===== src/rtl/dcaf_map.svh =====
/*
  Register offsets, field positions, reset values and size codes for the
  DMA channel address and space-code block.
  Assumes byte addresses on an 8-bit register address port.
*/
`ifndef DCAF_MAP_SVH
`define DCAF_MAP_SVH

// Register byte offsets
`define DCAF_OFS_SRC 8'h00
`define DCAF_OFS_DST 8'h04
`define DCAF_OFS_FC 8'h08
`define DCAF_OFS_CTRL 8'h0C

// Reset values
`define DCAF_FC_RST 8'h00
`define DCAF_PTR_RST 32'h0000_0000
`define DCAF_CTRL_RST 6'h00

// Control register field positions
`define DCAF_CTRL_SOURCE_OPERAND_SIZE_LO 0
`define DCAF_CTRL_DESTINATION_OPERAND_SIZE_LO 2
`define DCAF_CTRL_DINC 4
`define DCAF_CTRL_SPECIAL 5

// Operand size codes
`define DCAF_SZ_LONG 2'h0
`define DCAF_SZ_BYTE 2'h1
`define DCAF_SZ_WORD 2'h2

// Pointer steps
`define DCAF_STEP_1 3'h1
`define DCAF_STEP_2 3'h2
`define DCAF_STEP_4 3'h4

`endif


===== src/rtl/dcaf_pkg.sv =====
/*
  Types for the DMA channel address and space-code block.
  Assumes the constants header is included by every user.
*/
package dcaf_pkg;

  // Whole state of the channel address block
  typedef struct packed {
    logic [31:0] src;        // Source pointer
    logic [31:0] dst;        // Destination pointer
    logic [7:0] fc;          // Space codes, destination high nibble
    logic [5:0] ctrl;        // Sizes, increment control, special flag
    logic [31:0] bus_addr;   // Address presented to the bus
    logic [3:0] space_code;  // Space code presented to the bus
    logic bus_active;        // A channel bus cycle is presented
    logic bus_write;         // Presented cycle is a write
    logic [31:0] rd_data;    // Register read data
  } dcaf_state_t;

endpackage

===== src/rtl/dcaf_channel.sv =====
/*
  Address pointers and space-code register of one DMA channel, with a
  plain register port, the bus address and space-code outputs, and the
  pointer advance after each operand.
  Assumes the rest of the channel drives the cycle request and operand
  done strobes on this clock, and a special-handling controller drives
  the load port on this clock too.
*/
// The address-and-strobe port and the register addresses were chosen for this implementation.
// Operation
// - Pointers wrap to zero silently on overflow
// - Source steps one, two or four
// - Host or special controller loads pointers
// - Destination holds full 32-bit address
// - Write cycles drive destination pointer address
// - Destination increments or holds per control
// - Destination steps one, two or four
// - Space-code register, eight bits, resets zero
// - High nibble destination, low nibble source
// - Cycle shows source or destination code
`timescale 1ns/1ps
`include "dcaf_map.svh"

module dcaf_channel
  import dcaf_pkg::*;
(
  input wire logic sys_clk_in,
  input wire logic reset_in,
  input wire logic [7:0] addr_in,
  input wire logic [31:0] wr_data_in,
  input wire logic wr_strobe_in,
  input wire logic rd_strobe_in,
  output logic [31:0] rd_data_out,
  input wire logic load_strobe_in,
  input wire logic load_dst_in,
  input wire logic [31:0] load_data_in,
  input wire logic cycle_req_in,
  input wire logic cycle_write_in,
  input wire logic op_done_in,
  input wire logic op_write_in,
  output logic [31:0] bus_addr_out,
  output logic [3:0] space_code_out,
  output logic bus_active_out,
  output logic bus_write_out
);

  dcaf_state_t st_r; // Registered state
  dcaf_state_t st_nxt; // Next state
  logic [2:0] src_step; // Source step for the current pointer
  logic [2:0] dst_step; // Destination step for the current pointer
  logic host_src_wr; // Host writes the source pointer
  logic host_dst_wr; // Host writes the destination pointer
  logic ld_src; // Controller loads the source pointer
  logic ld_dst; // Controller loads the destination pointer
  logic src_adv; // Source pointer advances this cycle
  logic dst_adv; // Destination pointer advances this cycle

  // Step from operand size and low address bits; misaligned pointers
  // take smaller steps so that later operands land aligned
  function automatic logic [2:0] step_of(input logic [1:0] size, input logic [1:0] low);
    logic [2:0] s;
    s = `DCAF_STEP_1;
    if (size == `DCAF_SZ_LONG) begin
      if (low == 2'h0) begin
        s = `DCAF_STEP_4;
      end else if (low[0] == 1'b0) begin
        s = `DCAF_STEP_2;
      end
    end else if (size == `DCAF_SZ_WORD) begin
      if (low[0] == 1'b0) begin
        s = `DCAF_STEP_2;
      end
    end
    return s;
  endfunction

  assign src_step = step_of(st_r.ctrl[`DCAF_CTRL_SOURCE_OPERAND_SIZE_LO +: 2], st_r.src[1:0]);
  assign dst_step = step_of(st_r.ctrl[`DCAF_CTRL_DESTINATION_OPERAND_SIZE_LO +: 2], st_r.dst[1:0]);

  // Host register writes
  assign host_src_wr = wr_strobe_in && (addr_in == `DCAF_OFS_SRC);
  assign host_dst_wr = wr_strobe_in && (addr_in == `DCAF_OFS_DST);

  assign ld_src = load_strobe_in && st_r.ctrl[`DCAF_CTRL_SPECIAL] && !load_dst_in;
  assign ld_dst = load_strobe_in && st_r.ctrl[`DCAF_CTRL_SPECIAL] && load_dst_in;

  // Advance after a finished read or write operand
  assign src_adv = op_done_in && !op_write_in;
  // destination advance gated by increment control
  assign dst_adv = op_done_in && op_write_in && st_r.ctrl[`DCAF_CTRL_DINC];

  // Next-state logic
  always_comb begin
    st_nxt = st_r;
    // Read data stand for one cycle only
    st_nxt.rd_data = 32'h0000_0000;
    // Source pointer: host write beats a load, a load beats an advance
    if (host_src_wr) begin
      st_nxt.src = wr_data_in;
    end else if (ld_src) begin
      st_nxt.src = load_data_in;
    end else if (src_adv) begin
      st_nxt.src = st_r.src + {29'h0000_0000, src_step};
    end
    if (host_dst_wr) begin
      st_nxt.dst = wr_data_in;
    end else if (ld_dst) begin
      st_nxt.dst = load_data_in;
    end else if (dst_adv) begin
      st_nxt.dst = st_r.dst + {29'h0000_0000, dst_step};
    end
    if (wr_strobe_in && (addr_in == `DCAF_OFS_FC)) begin
      st_nxt.fc = wr_data_in[7:0];
    end
    // Control register write
    if (wr_strobe_in && (addr_in == `DCAF_OFS_CTRL)) begin
      st_nxt.ctrl = wr_data_in[5:0];
    end
    // Register reads, unmapped offsets read zero
    if (rd_strobe_in) begin
      case (addr_in)
        `DCAF_OFS_SRC: st_nxt.rd_data = st_r.src;
        `DCAF_OFS_DST: st_nxt.rd_data = st_r.dst;
        `DCAF_OFS_FC: st_nxt.rd_data = {24'h00_0000, st_r.fc};
        `DCAF_OFS_CTRL: st_nxt.rd_data = {26'h000_0000, st_r.ctrl};
        default: st_nxt.rd_data = 32'h0000_0000;
      endcase
    end
    // Bus cycle presentation: active for one cycle, address, type and code held until the next request
    st_nxt.bus_active = cycle_req_in;
    if (cycle_req_in) begin
      st_nxt.bus_write = cycle_write_in;
      if (cycle_write_in) begin
        st_nxt.bus_addr = st_r.dst;
        st_nxt.space_code = st_r.fc[7:4];
      end else begin
        st_nxt.bus_addr = st_r.src;
        st_nxt.space_code = st_r.fc[3:0];
      end
    end
  end

  // State register
  always_ff @(posedge sys_clk_in) begin
    if (reset_in) begin
      st_r.src <= `DCAF_PTR_RST;
      st_r.dst <= `DCAF_PTR_RST;
      st_r.fc <= `DCAF_FC_RST;
      st_r.ctrl <= `DCAF_CTRL_RST;
      st_r.bus_addr <= 32'h0000_0000;
      st_r.space_code <= 4'h0;
      st_r.bus_active <= 1'b0;
      st_r.bus_write <= 1'b0;
      st_r.rd_data <= 32'h0000_0000;
    end else begin
      st_r <= st_nxt;
    end
  end

  // Outputs straight from the state flops
  assign rd_data_out = st_r.rd_data;
  assign bus_addr_out = st_r.bus_addr;
  assign space_code_out = st_r.space_code;
  assign bus_active_out = st_r.bus_active;
  assign bus_write_out = st_r.bus_write;

  // Quiet cycle: no register access or load touches a pointer
  logic quiet; // Helper for assertions
  assign quiet = !wr_strobe_in && !load_strobe_in;

  // Pointer wraps through zero
  chk_src_wrap: assert property (@(posedge sys_clk_in) disable iff (reset_in)
    quiet && src_adv && (st_r.src == 32'hFFFF_FFFF) |=> (st_r.src == 32'h0000_0000))
    else $error("source pointer did not wrap to zero");

  // Source step matches size and alignment
  chk_src_step: assert property (@(posedge sys_clk_in) disable iff (reset_in)
    quiet && src_adv |=> (st_r.src == $past(st_r.src) + {29'h0000_0000, $past(src_step)}))
    else $error("source pointer stepped wrongly");

  // Aligned long source steps by four
  chk_src_long: assert property (@(posedge sys_clk_in) disable iff (reset_in)
    (st_r.ctrl[1:0] == `DCAF_SZ_LONG) && (st_r.src[1:0] == 2'h0) |-> (src_step == 3'h4))
    else $error("aligned long source step is not four");

  // Special load only when the flag is set
  chk_load_gate: assert property (@(posedge sys_clk_in) disable iff (reset_in)
    !wr_strobe_in && load_strobe_in && !load_dst_in && !st_r.ctrl[5] && !op_done_in
    |=> $stable(st_r.src))
    else $error("source pointer loaded without special flag");

  // Write cycle shows the destination pointer and code
  chk_wr_addr: assert property (@(posedge sys_clk_in) disable iff (reset_in)
    cycle_req_in && cycle_write_in |=> bus_active_out && bus_write_out
    && (bus_addr_out == $past(st_r.dst)) && (space_code_out == $past(st_r.fc[7:4])))
    else $error("write cycle address or code wrong");

  // Held destination stays put
  chk_dst_hold: assert property (@(posedge sys_clk_in) disable iff (reset_in)
    quiet && op_done_in && op_write_in && !st_r.ctrl[4] |=> $stable(st_r.dst))
    else $error("destination moved while held");

  // Destination step matches size and alignment
  chk_dst_step: assert property (@(posedge sys_clk_in) disable iff (reset_in)
    quiet && dst_adv |=> (st_r.dst == $past(st_r.dst) + {29'h0000_0000, $past(dst_step)}))
    else $error("destination pointer stepped wrongly");

  // Space codes zero after reset
  chk_fc_reset: assert property (@(posedge sys_clk_in)
    $past(reset_in) |-> (st_r.fc == 8'h00) && !bus_active_out)
    else $error("space codes not cleared by reset");

  // Read cycle shows the source pointer and code
  chk_rd_addr: assert property (@(posedge sys_clk_in) disable iff (reset_in)
    cycle_req_in && !cycle_write_in |=> bus_active_out && !bus_write_out
    && (bus_addr_out == $past(st_r.src)) && (space_code_out == $past(st_r.fc[3:0])))
    else $error("read cycle address or code wrong");

  // Read data answer one cycle after the strobe
  chk_fc_read: assert property (@(posedge sys_clk_in) disable iff (reset_in)
    rd_strobe_in && (addr_in == 8'h08) |=> (rd_data_out == {24'h00_0000, $past(st_r.fc)}))
    else $error("space-code read wrong");

  // Main scenarios
  cov_src_wrap: cover property (@(posedge sys_clk_in) disable iff (reset_in)
    src_adv && (st_r.src == 32'hFFFF_FFFF));
  cov_misaligned: cover property (@(posedge sys_clk_in) disable iff (reset_in)
    dst_adv && (dst_step == 3'h1) ##1 dst_adv && (dst_step == 3'h4));
  cov_special_load: cover property (@(posedge sys_clk_in) disable iff (reset_in) ld_dst);
  cov_rd_then_wr: cover property (@(posedge sys_clk_in) disable iff (reset_in)
    cycle_req_in && !cycle_write_in ##1 cycle_req_in && cycle_write_in);

endmodule


===== config.mk =====
export PLATFORM = sky130hd
export DESIGN_NAME = dcaf_channel
export DESIGN_NICKNAME = d
export VERILOG_FILES = /design/src/rtl/dcaf_pkg.sv /design/src/rtl/dcaf_channel.sv
export VERILOG_INCLUDE_DIRS = /design/src /design/src/rtl
export SDC_FILE = /design/constraint.sdc
export NUM_CORES = 1
export LEC_CHECK = 0
export BUFFER_PORTS_ARGS = -buffer_cell sky130_fd_sc_hd__buf_2
export CAP_MARGIN = 25
export CORE_MARGIN = 2
export CORE_UTILIZATION = 59
export CTS_BUF_LIST = sky130_fd_sc_hd__clkbuf_8
export DETAILED_ROUTE_END_ITERATION = 10
export HOLD_SLACK_MARGIN = 0.12
export PLACE_DENSITY = 0.83
export SYNTH_ARGS = -nofsm -noshare
export SYNTH_HDL_FRONTEND = slang
export SYNTH_SLANG_ARGS = --single-unit

===== constraint.sdc =====
create_clock -name sys_clk_in -period 2.7 [get_ports sys_clk_in]
set_input_delay 0.27 -clock sys_clk_in [delete_from_list [all_inputs] [get_ports sys_clk_in]]
set_output_delay 0.27 -clock sys_clk_in [all_outputs]
set_load 0.02 [all_outputs]

## Word-level counts from Yosys, hierarchy flattened

Cells that the tools add are included.

- Register bits after elaboration: 148

- Add/subtract/negate cells: 2
- Eq/ne operators: 5
- Multiplexer cells: 16
- Bitwise operators: 1
- Reduce and logical (&&, ||, !) cells: 20

Operators with widths:

| operator | number |
|---|---|
| two-way mux 32 bit | 6 |
| one-hot mux 32 bit (4 select lines) | 1 |
| adder 32 x 3 -> 32 bit | 2 |
| two-way mux 36 bit | 1 |
| equality test 8 x 4 -> 1 bit (second input constant) | 2 |
| two-way mux 3 bit | 4 |
| logical AND 1 bit | 10 |
| equality test 8 x 3 -> 1 bit (second input constant) | 1 |
| logical NOT 2 bit | 4 |
| logical NOT 8 bit | 1 |
| two-way mux 2 bit | 4 |
| nonzero test 3 bit | 2 |
| equality test 2 bit (second input constant) | 2 |
| logical NOT 1 bit | 2 |
| OR reduction 2 bit | 1 |
| inverter 1 bit | 1 |

## Logic depth before layout (Yosys ltp)

Gate-level depths: netlist of run 1.

- Depth after elaboration: 7
- Mapped depth: 9
- Gate-level depth less buffers: 8

## Worst setup path after synthesis of run 1

Ideal clock, no wire load.

- Kind: flip-flop to flip-flop
- Start: register st_r[116] (netlist bit)
- End: register st_r[142] (netlist bit)
- Setup time: 0.074 ns
- Data arrival time: 2.419 ns
- Setup slack: 0.207 ns
- Stages on the path, launching flop included: 10
- Buffers on the path: 1
- Period minus slack after synthesis: 2.493 ns
- Cells stage by stage: dfxtp_1 -> or2_2 -> nor3_1 -> ha_1 -> o211ai_1 -> nor4_2 -> buf_2 -> nand4_1 -> a221o_1 -> a31oi_1

- Longest elaborated chain between the ends: 7
- Elaborated cells between the ends (all ways): 9

Ends and longest elaborated chain:

| item | RTL line | text |
|---|---|---|
| start, declared | dcaf_channel.sv:47 | `dcaf_state_t st_r;` |
| start signal, assigned | dcaf_channel.sv:156 | `st_r <= st_nxt;` |
| two-way mux 2 bit / logical NOT 2 bit (equally long branches) | dcaf_channel.sv:66, dcaf_channel.sv:70, dcaf_channel.sv:64 |  |
| two-way mux 2 bit / two-way mux 3 bit (equally long branches) | dcaf_channel.sv:69, dcaf_channel.sv:64 |  |
| two-way mux 3 bit | dcaf_channel.sv:63 | `` if (size == `DCAF_SZ_LONG) begin `` |
| adder 32 x 3 -> 32 bit (*) | dcaf_channel.sv:103 | `st_nxt.src = st_r.src + {29'h0000_0000, src_step};` |
| two-way mux 32 bit (*) | dcaf_channel.sv:102 | `end else if (src_adv) begin` |
| two-way mux 32 bit (*) | dcaf_channel.sv:100 | `end else if (ld_src) begin` |
| two-way mux 32 bit (*) | dcaf_channel.sv:98 | `if (host_src_wr) begin` |

Mark *: on every way between the ends. The rest lies on a longest branch, timed or not. The select of a mux whose other input is x is not followed.
A chain may end at the register's enable or synchronous reset.

## Worst setup path in the final report of run 1

- Start: register st_r[70] (netlist bit)
- End: register st_r[141] (netlist bit)

- Longest elaborated chain between the ends: 7
- Elaborated cells between the ends (all ways): 8

Ends and longest elaborated chain:

| item | RTL line | text |
|---|---|---|
| equality test 2 bit (no line) | n/a |  |
| two-way mux 2 bit | dcaf_channel.sv:69 | `` end else if (size == `DCAF_SZ_WORD) begin `` |
| two-way mux 3 bit (*) | dcaf_channel.sv:63 |  |
| adder 32 x 3 -> 32 bit (*) | dcaf_channel.sv:103 |  |
| two-way mux 32 bit (*) | dcaf_channel.sv:102 |  |
| two-way mux 32 bit (*) | dcaf_channel.sv:100 |  |
| two-way mux 32 bit (*) | dcaf_channel.sv:98 |  |

Marks and branches as above.

==> results of run 1 <==
## Yosys cell counts (all sizes together), types with 9 or more instances
library cell / number
a21oi: 43
and4: 10
nor2b: 10
nand4: 31
nor2: 142
a31oi: 14
a311oi: 11
clkbuf: 64
o211ai: 14
o22ai: 9
nand2: 68
o221ai: 12
a211oi: 56
nor3: 23
dfxtp: 148
mux2i: 59
and3: 25
buf: 90
a211o: 10
xor2: 9
o21ai: 32
nand3: 41
a22oi: 25
nor4: 19
xnor2: 19
## area by class of cell
class	count	area (µm²)	share of cell area
flip-flops and latches	148	2963	0.2956
clock buffers	20	275.3	0.02747
repair buffers	221	1411	0.1408
diodes	2	5.005	0.0004994
multi-input cells	767	4982	0.4971
clock inverters	12	128.9	0.01286
inverters	7	26.28	0.002622
well taps	184	230.2	0.02297
## timing repair
action | 4_1_cts | 5_1_grt
hold buffers | 31 | 0
setup endpoints to repair | 0 | 3
resized for setup | 0 | 4
endpoints found under the hold margin | 44 | 0
setup buffers | 0 | 1
## worst max-delay path by stage
| stage | from | to | slack, ns | cells after the start |
|---|---|---|---|---|
| floorplan | st_r[116] | st_r[142] | 0.21 | 9 |
| global placement | st_r[116] | st_r[130] | 0.29 | 9 |
| detailed placement | st_r[116] | st_r[141] | 0.18 | 9 |
| CTS | st_r[72] | st_r[104] | 0.15 | 8 |
| global route | st_r[72] | st_r[101] | 0.01 | 9 |
| finish | st_r[70] | st_r[141] | 0.14 | 9 |
## stage by stage
stage / instances / hold WS [ns]
floorplan: 1077 / 0.3997
global placement: 1295 / 0.4723
detailed placement: 1295 / 0.4758
CTS: 1358 / 0.1204
global route: 1361 / 0.1384
finish: 1361 / 0.1417
## critical path, stage by stage, from the launching register on
cell	delay, ns
dfxtp_1	0.33
or2_2	0.30
nor3_1	0.17
ha_1	0.31
o211ai_1	0.34
nor4_2	0.09
buf_4	0.22
and4_1	0.21
o311ai_0	0.31
o22ai_1	0.14
## flip-flops by register name, indices dropped and copies added (netlist names)
name	flops
bus_active_out	1
bus_addr_out	32
bus_write_out	1
rd_data_out	32
space_code_out	4
st_r	78
## routing by layer
metal,vias up,share of wire
met5,-,0
met4,0,0.040
met3,104,0.11
met2,591,0.44
met1,4154,0.41
li1,4117,-
## power breakdown
group          internal [mW]  switching [mW]  total, mW
sequential              2.22          0.0321       2.25
combinational          0.179           0.265      0.444
clock                  0.893           0.895       1.79
total                   3.29            1.19       4.48
## kinds of logic (layout without fill, tap and decap cells)
| group | count (synthesis) | count (layout) |
|---|---|---|
| adders and majority gates | 6 | 6 |
| AOI/OAI and AO/OA | 262 | 262 |
| buffers and inverters | 162 | 260 |
| other | 0 | 2 |
| muxes | 66 | 66 |
| and+or+nand+nor | 405 | 405 |
| DFF | 148 | 148 |
| xor gates and xnor gates | 28 | 28 |
==> results.sh, run 1 <==
export IMPL_cts_tree="done"
export IMPL_synth_top_family_by_area="simple AND/OR/NAND/NOR gates"
export IMPL_rrSetupSlack_ns=0.14
export IMPL_use_met2=0.5209
export IMPL_r2r_start="st_r[70]"
export IMPL_syn_cell_area_um2=8872
export IMPL_final_common_cell="buf_2"
export IMPL_finalHoldViolCount=0
export IMPL_period_needed_ns=2.564
export IMPL_avgSynthCellArea_um2=8.238
export IMPL_reg2regPathDepth=9
export IMPL_slew_headroom=0.4777
export IMPL_worstPathRequired_ns=3.03
export IMPL_clockRootBuffer="clkbuf_8"
export IMPL_holdCritPathClass="in2reg"
export IMPL_final_util=0.6870
export IMPL_wirelength_mm=28.34
export IMPL_synth_nets=1165
export IMPL_die_width_um=126.6
export IMPL_row_count=44
export IMPL_synth_xor_area_frac=0.02764
export IMPL_post_place_ws_ns=0.1771
export IMPL_dr_first_iter_drc_count=1291
export IMPL_yosys_area_top_type="dfxtp_1"
export IMPL_final_fill_count=1198
export IMPL_grtUsageMet1=0.4770
export IMPL_place_gp_congestion=0.9520
export IMPL_cts_buffers=17
export IMPL_nNetsFinal=1250
export IMPL_final_cell_mix="150 x buf_2, 148 x dfxtp_1, 141 x nor2_1, 68 x nand2_1, 59 x mux2i_1"
export IMPL_hpwlAfterDp_mm=19.50
export IMPL_power_mw=4.483
export IMPL_design_area_um2=10020
export IMPL_reg2reg_to="st_r[141]"
export IMPL_ys_flop_type="dfxtp_1"
export IMPL_grt_use_met3=0.08056
export IMPL_postRouteAntennaNets=0
export IMPL_crit_path_max_fanout=14
export IMPL_ir_worst_vdd_uv=276.6
export IMPL_setup_slack_ns=0.1361
export IMPL_hp_start="wr_data_in[22]"
export IMPL_place_area_um2=9276
export IMPL_p_leak_nw=4.019
export IMPL_power_density_nw_per_um2=447.3
export IMPL_synth_top_area_frac=0.3339
export IMPL_tns_ns=0
export IMPL_synth_edff_count=0
export IMPL_worstMarginPinSlew_ns=0.7834
export IMPL_arrival_ns=2.90
export IMPL_viasPerCell=6.588
export IMPL_synth_area_top_cells="dfxtp_1 33%, mux2i_1 6.7%, buf_4 6.0%"
export IMPL_io_buffer_count=151
export IMPL_rsz0062_at_grt="false"
export IMPL_grt_max_degree=48
export IMPL_min_to="st_r[106]"
export IMPL_synth_seq_cells=148
export IMPL_initial_core_util=0.6081
export IMPL_clkTransAtPathRegs_ns=0.08
export IMPL_die_h_um=126.6
export IMPL_wl_per_cell_um=20.83
export IMPL_grt_total_usage=0.3469
export IMPL_synthMuxAreaShare=0.08391
export IMPL_overflow=0
export IMPL_ys_warn_count=0
export IMPL_drc=0
export IMPL_startpoint_type="register"
export IMPL_clock_sinks=148
export IMPL_firstDrtPassIters=6
export IMPL_core_um2=14590
export IMPL_num_vias=8966
export IMPL_synth_compound_area_frac=0.2077
export IMPL_grt_busiest_layer="met2"
export IMPL_fin_skew_ns=0.01646
export IMPL_cp_end_kind="register"
export IMPL_crit_type="reg2reg"
export IMPL_ios=152
export IMPL_antenna_found_initial=2
export IMPL_drive_gt1_frac=0.2128
export IMPL_ys_types=80
export IMPL_die_area_um2=16040
export IMPL_synth_async_sr_flop_share=0
export IMPL_synthCells=1077
export IMPL_syn_to_final_growth_pct=12.96
export IMPL_htreeDepth=4
export IMPL_yosysSeqAreaShare=0.3339
export IMPL_min_path_cells=3
export IMPL_clk_latency_ns=0.48
export IMPL_max_cap_violations=0
export IMPL_grt_pass1_vias=8082
export IMPL_synthAdderAreaFrac=0.008461
export IMPL_grt_pass1_wl_mm=44.29
export IMPL_clk_path_buf_depth=2
export IMPL_status="complete, no violations"
export IMPL_post_route_period_util=0.9496
export IMPL_setup_viol=0
export IMPL_synth_simple_area_share=0.2310
export IMPL_fmax_ghz=0.3900
export IMPL_drv_slew=0
Power figures use the tool's default switching activity.
==> inputs of run 2 (changes only) <==
Settings changed: CORE_UTILIZATION 59 to 57, CTS_BUF_LIST sky130_fd_sc_hd__clkbuf_8 to sky130_fd_sc_hd__clkbuf_8 sky130_fd_sc_hd__clkbuf_16, PLACE_DENSITY 0.83 to 0.81.
==> run 2 against run 1 <==
Effect of this change: via count increased by 2.5%; critical endpoint is now st_r[104]; largest power group is now the clock network; core utilization decreased by 3.0 points; register-to-register slack got worse by 0.05 ns; first-iteration DRC count increased by 9.5%; flip-flop and latch count unchanged; clock skew decreased by 0.0076 ns; critical path depth decreased by 1; die area increased by 3.4%; worst setup slack got worse by 0.052 ns; maximum frequency decreased by 2.0%; sequential share of layout area increased by 0.085 points.
==> results.sh, run 2 (same netlist as run 1, synthesis figures left out) <==
export IMPL_startpoint_type="register"
export IMPL_reg2regPathDepth=8
export IMPL_wirelength_mm=28.76
export IMPL_wl_per_cell_um=21.44
export IMPL_holdCritPathClass="in2reg"
export IMPL_core_um2=15200
export IMPL_fin_skew_ns=0.008900
export IMPL_num_vias=9194
export IMPL_syn_to_final_growth_pct=12.64
export IMPL_worstMarginPinSlew_ns=0.7392
export IMPL_hpwlAfterDp_mm=19.68
export IMPL_row_count=45
export IMPL_power_density_nw_per_um2=507.8
export IMPL_slew_headroom=0.5054
export IMPL_period_needed_ns=2.616
export IMPL_fmax_ghz=0.3822
export IMPL_grt_max_degree=43
export IMPL_dr_first_iter_drc_count=1414
export IMPL_worstPathRequired_ns=3.04
export IMPL_power_mw=5.075
export IMPL_die_area_um2=16580
export IMPL_ir_worst_vdd_uv=430.5
export IMPL_postRouteAntennaNets=0
export IMPL_grt_total_usage=0.3446
export IMPL_cts_buffers=17
export IMPL_drc=0
export IMPL_die_h_um=128.8
export IMPL_cts_tree="done"
export IMPL_initial_core_util=0.5836
export IMPL_antenna_found_initial=1
export IMPL_crit_type="reg2reg"
export IMPL_status="complete, no violations"
export IMPL_rrSetupSlack_ns=0.08
export IMPL_clock_sinks=148
export IMPL_nNetsFinal=1229
export IMPL_finalHoldViolCount=0
export IMPL_drv_slew=0
export IMPL_largest_register="st_r"
export IMPL_clockRootBuffer="clkbuf_16"
export IMPL_overflow=0
export IMPL_cp_end_kind="register"
export IMPL_final_common_cell="buf_2"
export IMPL_firstDrtPassIters=9
export IMPL_die_width_um=128.8
export IMPL_crit_start="st_r[72]"
export IMPL_setup_viol=0
export IMPL_post_route_period_util=0.9690
export IMPL_clk_path_buf_depth=2
export IMPL_io_buffer_count=151
export IMPL_final_util=0.6574
export IMPL_final_cell_mix="150 x buf_2, 148 x dfxtp_1, 141 x nor2_1, 68 x nand2_1, 59 x mux2i_1"
export IMPL_drive_gt1_frac=0.2179
export IMPL_grt_pass1_vias=8091
export IMPL_whs_ns=0.1298
export IMPL_clkTransAtPathRegs_ns=0.06
export IMPL_r2r_start="st_r[72]"
export IMPL_largest_register_ffs=78
export IMPL_max_cap_violations=0
export IMPL_regArea_um2=2963
export IMPL_ios=152
export IMPL_final_fill_count=1296
export IMPL_rsz0062_at_grt="false"
export IMPL_tns_ns=0
export IMPL_crit_path_end="st_r[104]"
export IMPL_htreeDepth=4
export IMPL_clk_latency_ns=0.43
export IMPL_arrival_ns=2.96
export IMPL_grt_pass1_wl_mm=44.79
export IMPL_place_gp_congestion=0.9643
export IMPL_reg2reg_to="st_r[104]"
export IMPL_crit_path_max_fanout=5
export IMPL_multi_input_area_um2=4971
export IMPL_viasPerCell=6.856
export IMPL_p_leak_nw=4.037
==> run 2: metrics by stage <==
step                instances  setup WS [ns]  area [µm²]
finish                   1341        0.08373        9993
global route             1341        0.01731        9993
CTS                      1338         0.1455        9968
detailed placement       1301         0.2056        9309
global placement         1301         0.2919        9309
floorplan                1077         0.2071        8872
==> run 2: how the worst min path moves through the flow <==
stage / start / endpoint / slack [ns] / cells past startpoint
after floorplan: wr_data_in[7] / st_r[91] / 0.40 / 2
after global placement: bus_write_out / bus_write_out / 0.47 / 2
after detailed placement: bus_addr_out[23] / bus_addr_out[23] / 0.47 / 2
after CTS: wr_data_in[11] / st_r[95] / 0.12 / 3
after global routing: wr_data_in[2] / st_r[118] / 0.13 / 3
final: wr_data_in[11] / st_r[95] / 0.13 / 3
==> run 2: area by class of cell <==
class,count,share of cell area
well taps,188,0.02354
multi-input cells,767,0.4974
diodes,1,0.0002504
clock inverters,11,0.01365
inverters,7,0.002629
flip-flops and latches,148,0.2965
clock buffers,19,0.04532
repair buffers,200,0.1207
==> run 2: power by group <==
part / internal [mW] / leakage, nW / switching (mW)
logic: 0.158 / 2.54 / 0.259
clock network: 1.48 / 0.299 / 0.921
registers: 2.22 / 1.20 / 0.0320
total: 3.86 / 4.04 / 1.21
==> run 2: critical path, cell delays in order (launching register included) <==
cell and delay [ns]:
dfxtp_1 0.32, or2_2 0.33, nor3_1 0.15, ha_1 0.23, nand3_1 0.18, a211oi_2 0.52
nand3_1 0.16, or4_1 0.41, a41oi_1 0.22
==> run 2: what timing repair did <==
item	in CTS	in global routing
endpoints found under the setup margin	0	10
setup buffers	0	2
hold buffers	7	0
resized for setup	0	3
endpoints found under the hold margin	7	0
==> run 2: layer usage <==
| layer | global-route usage | wire (µm) | part of all wire | vias up |
|---|---|---|---|---|
| met4 | 0.1573 | 1256 | 0.044 | 0 |
| li1 | - | - | - | 4071 |
| met3 | 0.06528 | 3217 | 0.11 | 127 |
| met2 | 0.5188 | 12610 | 0.44 | 732 |
| met5 | 0 | 0 | 0 | - |
| met1 | 0.4795 | 11680 | 0.41 | 4264 |
==> inputs of run 3 (changes only) <==
Settings changed: CORE_MARGIN 2 to 3.
==> run 3 against run 2 <==
Effect of this change: sequential share of layout area fell by 0.26 points; non-clock buffer count rose by 5; count of clock-buffer cells in the layout rose by 1; first-iteration DRC count fell by 7.2%.
==> results.sh, run 3 (same netlist as run 1, synthesis figures left out) <==
export IMPL_status="complete, no violations"
export IMPL_wl_per_cell_um=21.10
export IMPL_clk_latency_ns=0.43
export IMPL_largest_register_ffs=78
export IMPL_p_clk_frac=0.486
export IMPL_final_common_cell="buf_2"
export IMPL_cts_tree="done"
export IMPL_fmax_ghz=0.3816
export IMPL_largest_register="st_r"
export IMPL_power_frac_comb=0.081
export IMPL_wirelength_mm=28.27
export IMPL_crit_type="reg2reg"
export IMPL_overflow=0
export IMPL_grt_pass1_wl_mm=43.82
export IMPL_p_sw_frac=0.2332
export IMPL_fin_skew_ns=0.01494
export IMPL_cts_buffers=17
export IMPL_drive_gt1_frac=0.2232
export IMPL_num_vias=8962
export IMPL_die_h_um=130.8
export IMPL_drc=0
export IMPL_setup_viol=0
export IMPL_p_leak_nw=4.065
export IMPL_grt_pass1_vias=8145
export IMPL_antennaDiodeCount=0
export IMPL_die_area_um2=17100
export IMPL_clkTransAtPathRegs_ns=0.07
export IMPL_max_cap_violations=0
export IMPL_io_buffer_count=151
export IMPL_p_switching_mw=1.212
export IMPL_initial_core_util=0.5969
export IMPL_tns_ns=0
export IMPL_drv_slew=0
export IMPL_syn_to_final_growth_pct=13.64
export IMPL_worstPathRequired_ns=2.99
export IMPL_power_frac_seq=0.434
export IMPL_postRouteAntennaNets=0
export IMPL_period_needed_ns=2.621
export IMPL_firstDrtPassIters=7
export IMPL_clockRootBuffer="clkbuf_16"
export IMPL_ios=152
export IMPL_htreeDepth=4
export IMPL_power_density_nw_per_um2=515.6
export IMPL_antenna_found_initial=0
export IMPL_ir_worst_vdd_uv=447.2
export IMPL_finalHoldViolCount=0
export IMPL_core_um2=14860
export IMPL_cp_end_kind="register"
export IMPL_grt_max_degree=75
export IMPL_internal_power_mw=3.986
export IMPL_dr_first_iter_drc_count=1312
export IMPL_row_count=44
export IMPL_arrival_ns=2.91
export IMPL_nNetsFinal=1234
export IMPL_post_route_period_util=0.9707
export IMPL_die_width_um=130.8
export IMPL_place_gp_congestion=0.9843
export IMPL_worstMarginPinSlew_ns=0.7112
export IMPL_final_cell_mix="150 x buf_2, 148 x dfxtp_1, 141 x nor2_1, 68 x nand2_1, 59 x mux2i_1"
export IMPL_clock_sinks=148
export IMPL_grt_total_usage=0.3280
export IMPL_viasPerCell=6.688
export IMPL_slew_headroom=0.5230
export IMPL_startpoint_type="register"
export IMPL_power_mw=5.198
export IMPL_clk_path_buf_depth=2
export IMPL_crit_path_max_fanout=12
export IMPL_hpwlAfterDp_mm=19.85
export IMPL_holdCritPathClass="in2reg"
## run 3: cell types whose count changed in the layout (fill, tap and decap cells not counted), sizes merged
cell / change
buf: +2
diode: -1
bufinv: +1
dlygate4sd3: +3
clkbuf: +1
clkinv: -3
## run 3: per-layer routing
layer	share of wire	track usage	up-vias	routed length, µm
met5	0	0	-	0
met1	0.41	0.4649	4113	11470
li1	-	-	4076	-
met2	0.44	0.4944	685	12490
met3	0.12	0.06992	88	3452
met4	0.030	0.1186	0	860
## run 3: timing repair
item / in CTS / in global routing
resized for setup: 0 / 11
hold buffers: 10 / 0
setup endpoints to repair: 0 / 13
buffers inserted: 0 / 5
endpoints found under the hold margin: 11 / 0
## run 3: final cells by class
type / count / area (µm²)
Clock buffer: 20 / 466.7
Clock inverter: 9 / 152.6
Fill cell: 1214 / 4782
Inverter: 7 / 26.28
Multi-Input combinational cell: 767 / 5017
Sequential cell: 148 / 2963
Tap cell: 184 / 230.2
Timing Repair Buffer: 205 / 1226
## run 3: critical path, stage by stage (launching register included)
cell      delay (ns)
dfxtp_1         0.32
or2_2           0.33
nor2_1          0.14
ha_1            0.29
a211oi_1        0.31
buf_4           0.21
nor4_2          0.05
buf_4           0.20
and4_1          0.21
o311ai_0        0.27
o22ai_1         0.14
## run 3: power groups by stage
stage,clock (mW),sequential [mW],combinational (mW)
2_1_floorplan,0,2.29,0.258
3_3_place_gp,0,2.30,0.390
5_1_grt,2.62,2.26,0.449
6_report,2.53,2.25,0.418
4_1_cts,2.53,2.25,0.406
3_5_place_dp,0,2.30,0.394
## run 3: worst paths after layout
kind / startpoint / end / slack [ns] / cells after the start
hold / removal: wr_data_in[5] / st_r[89] / 0.13 / 3
setup reg to reg: st_r[116] / st_r[141] / 0.08 / 10
setup / recovery: st_r[116] / st_r[141] / 0.08 / 10
hold reg to reg: bus_addr_out[3] / bus_addr_out[3] / 0.48 / 2
## run 3: metrics by stage
stage	util	hold slack [ns]	cells	area, µm²	setup slack [ns]
3_3_place_gp	0.6237	0.4703	1296	9271	0.1596
5_1_grt	0.6783	0.1317	1340	10080	-0.007656
4_1_cts	0.6721	0.1220	1335	9991	0.06761
2_1_floorplan	-	0.3997	1077	8872	0.2071
3_5_place_dp	0.6237	0.4755	1296	9271	0.09976
6_report	0.6783	0.1287	1340	10080	0.07913
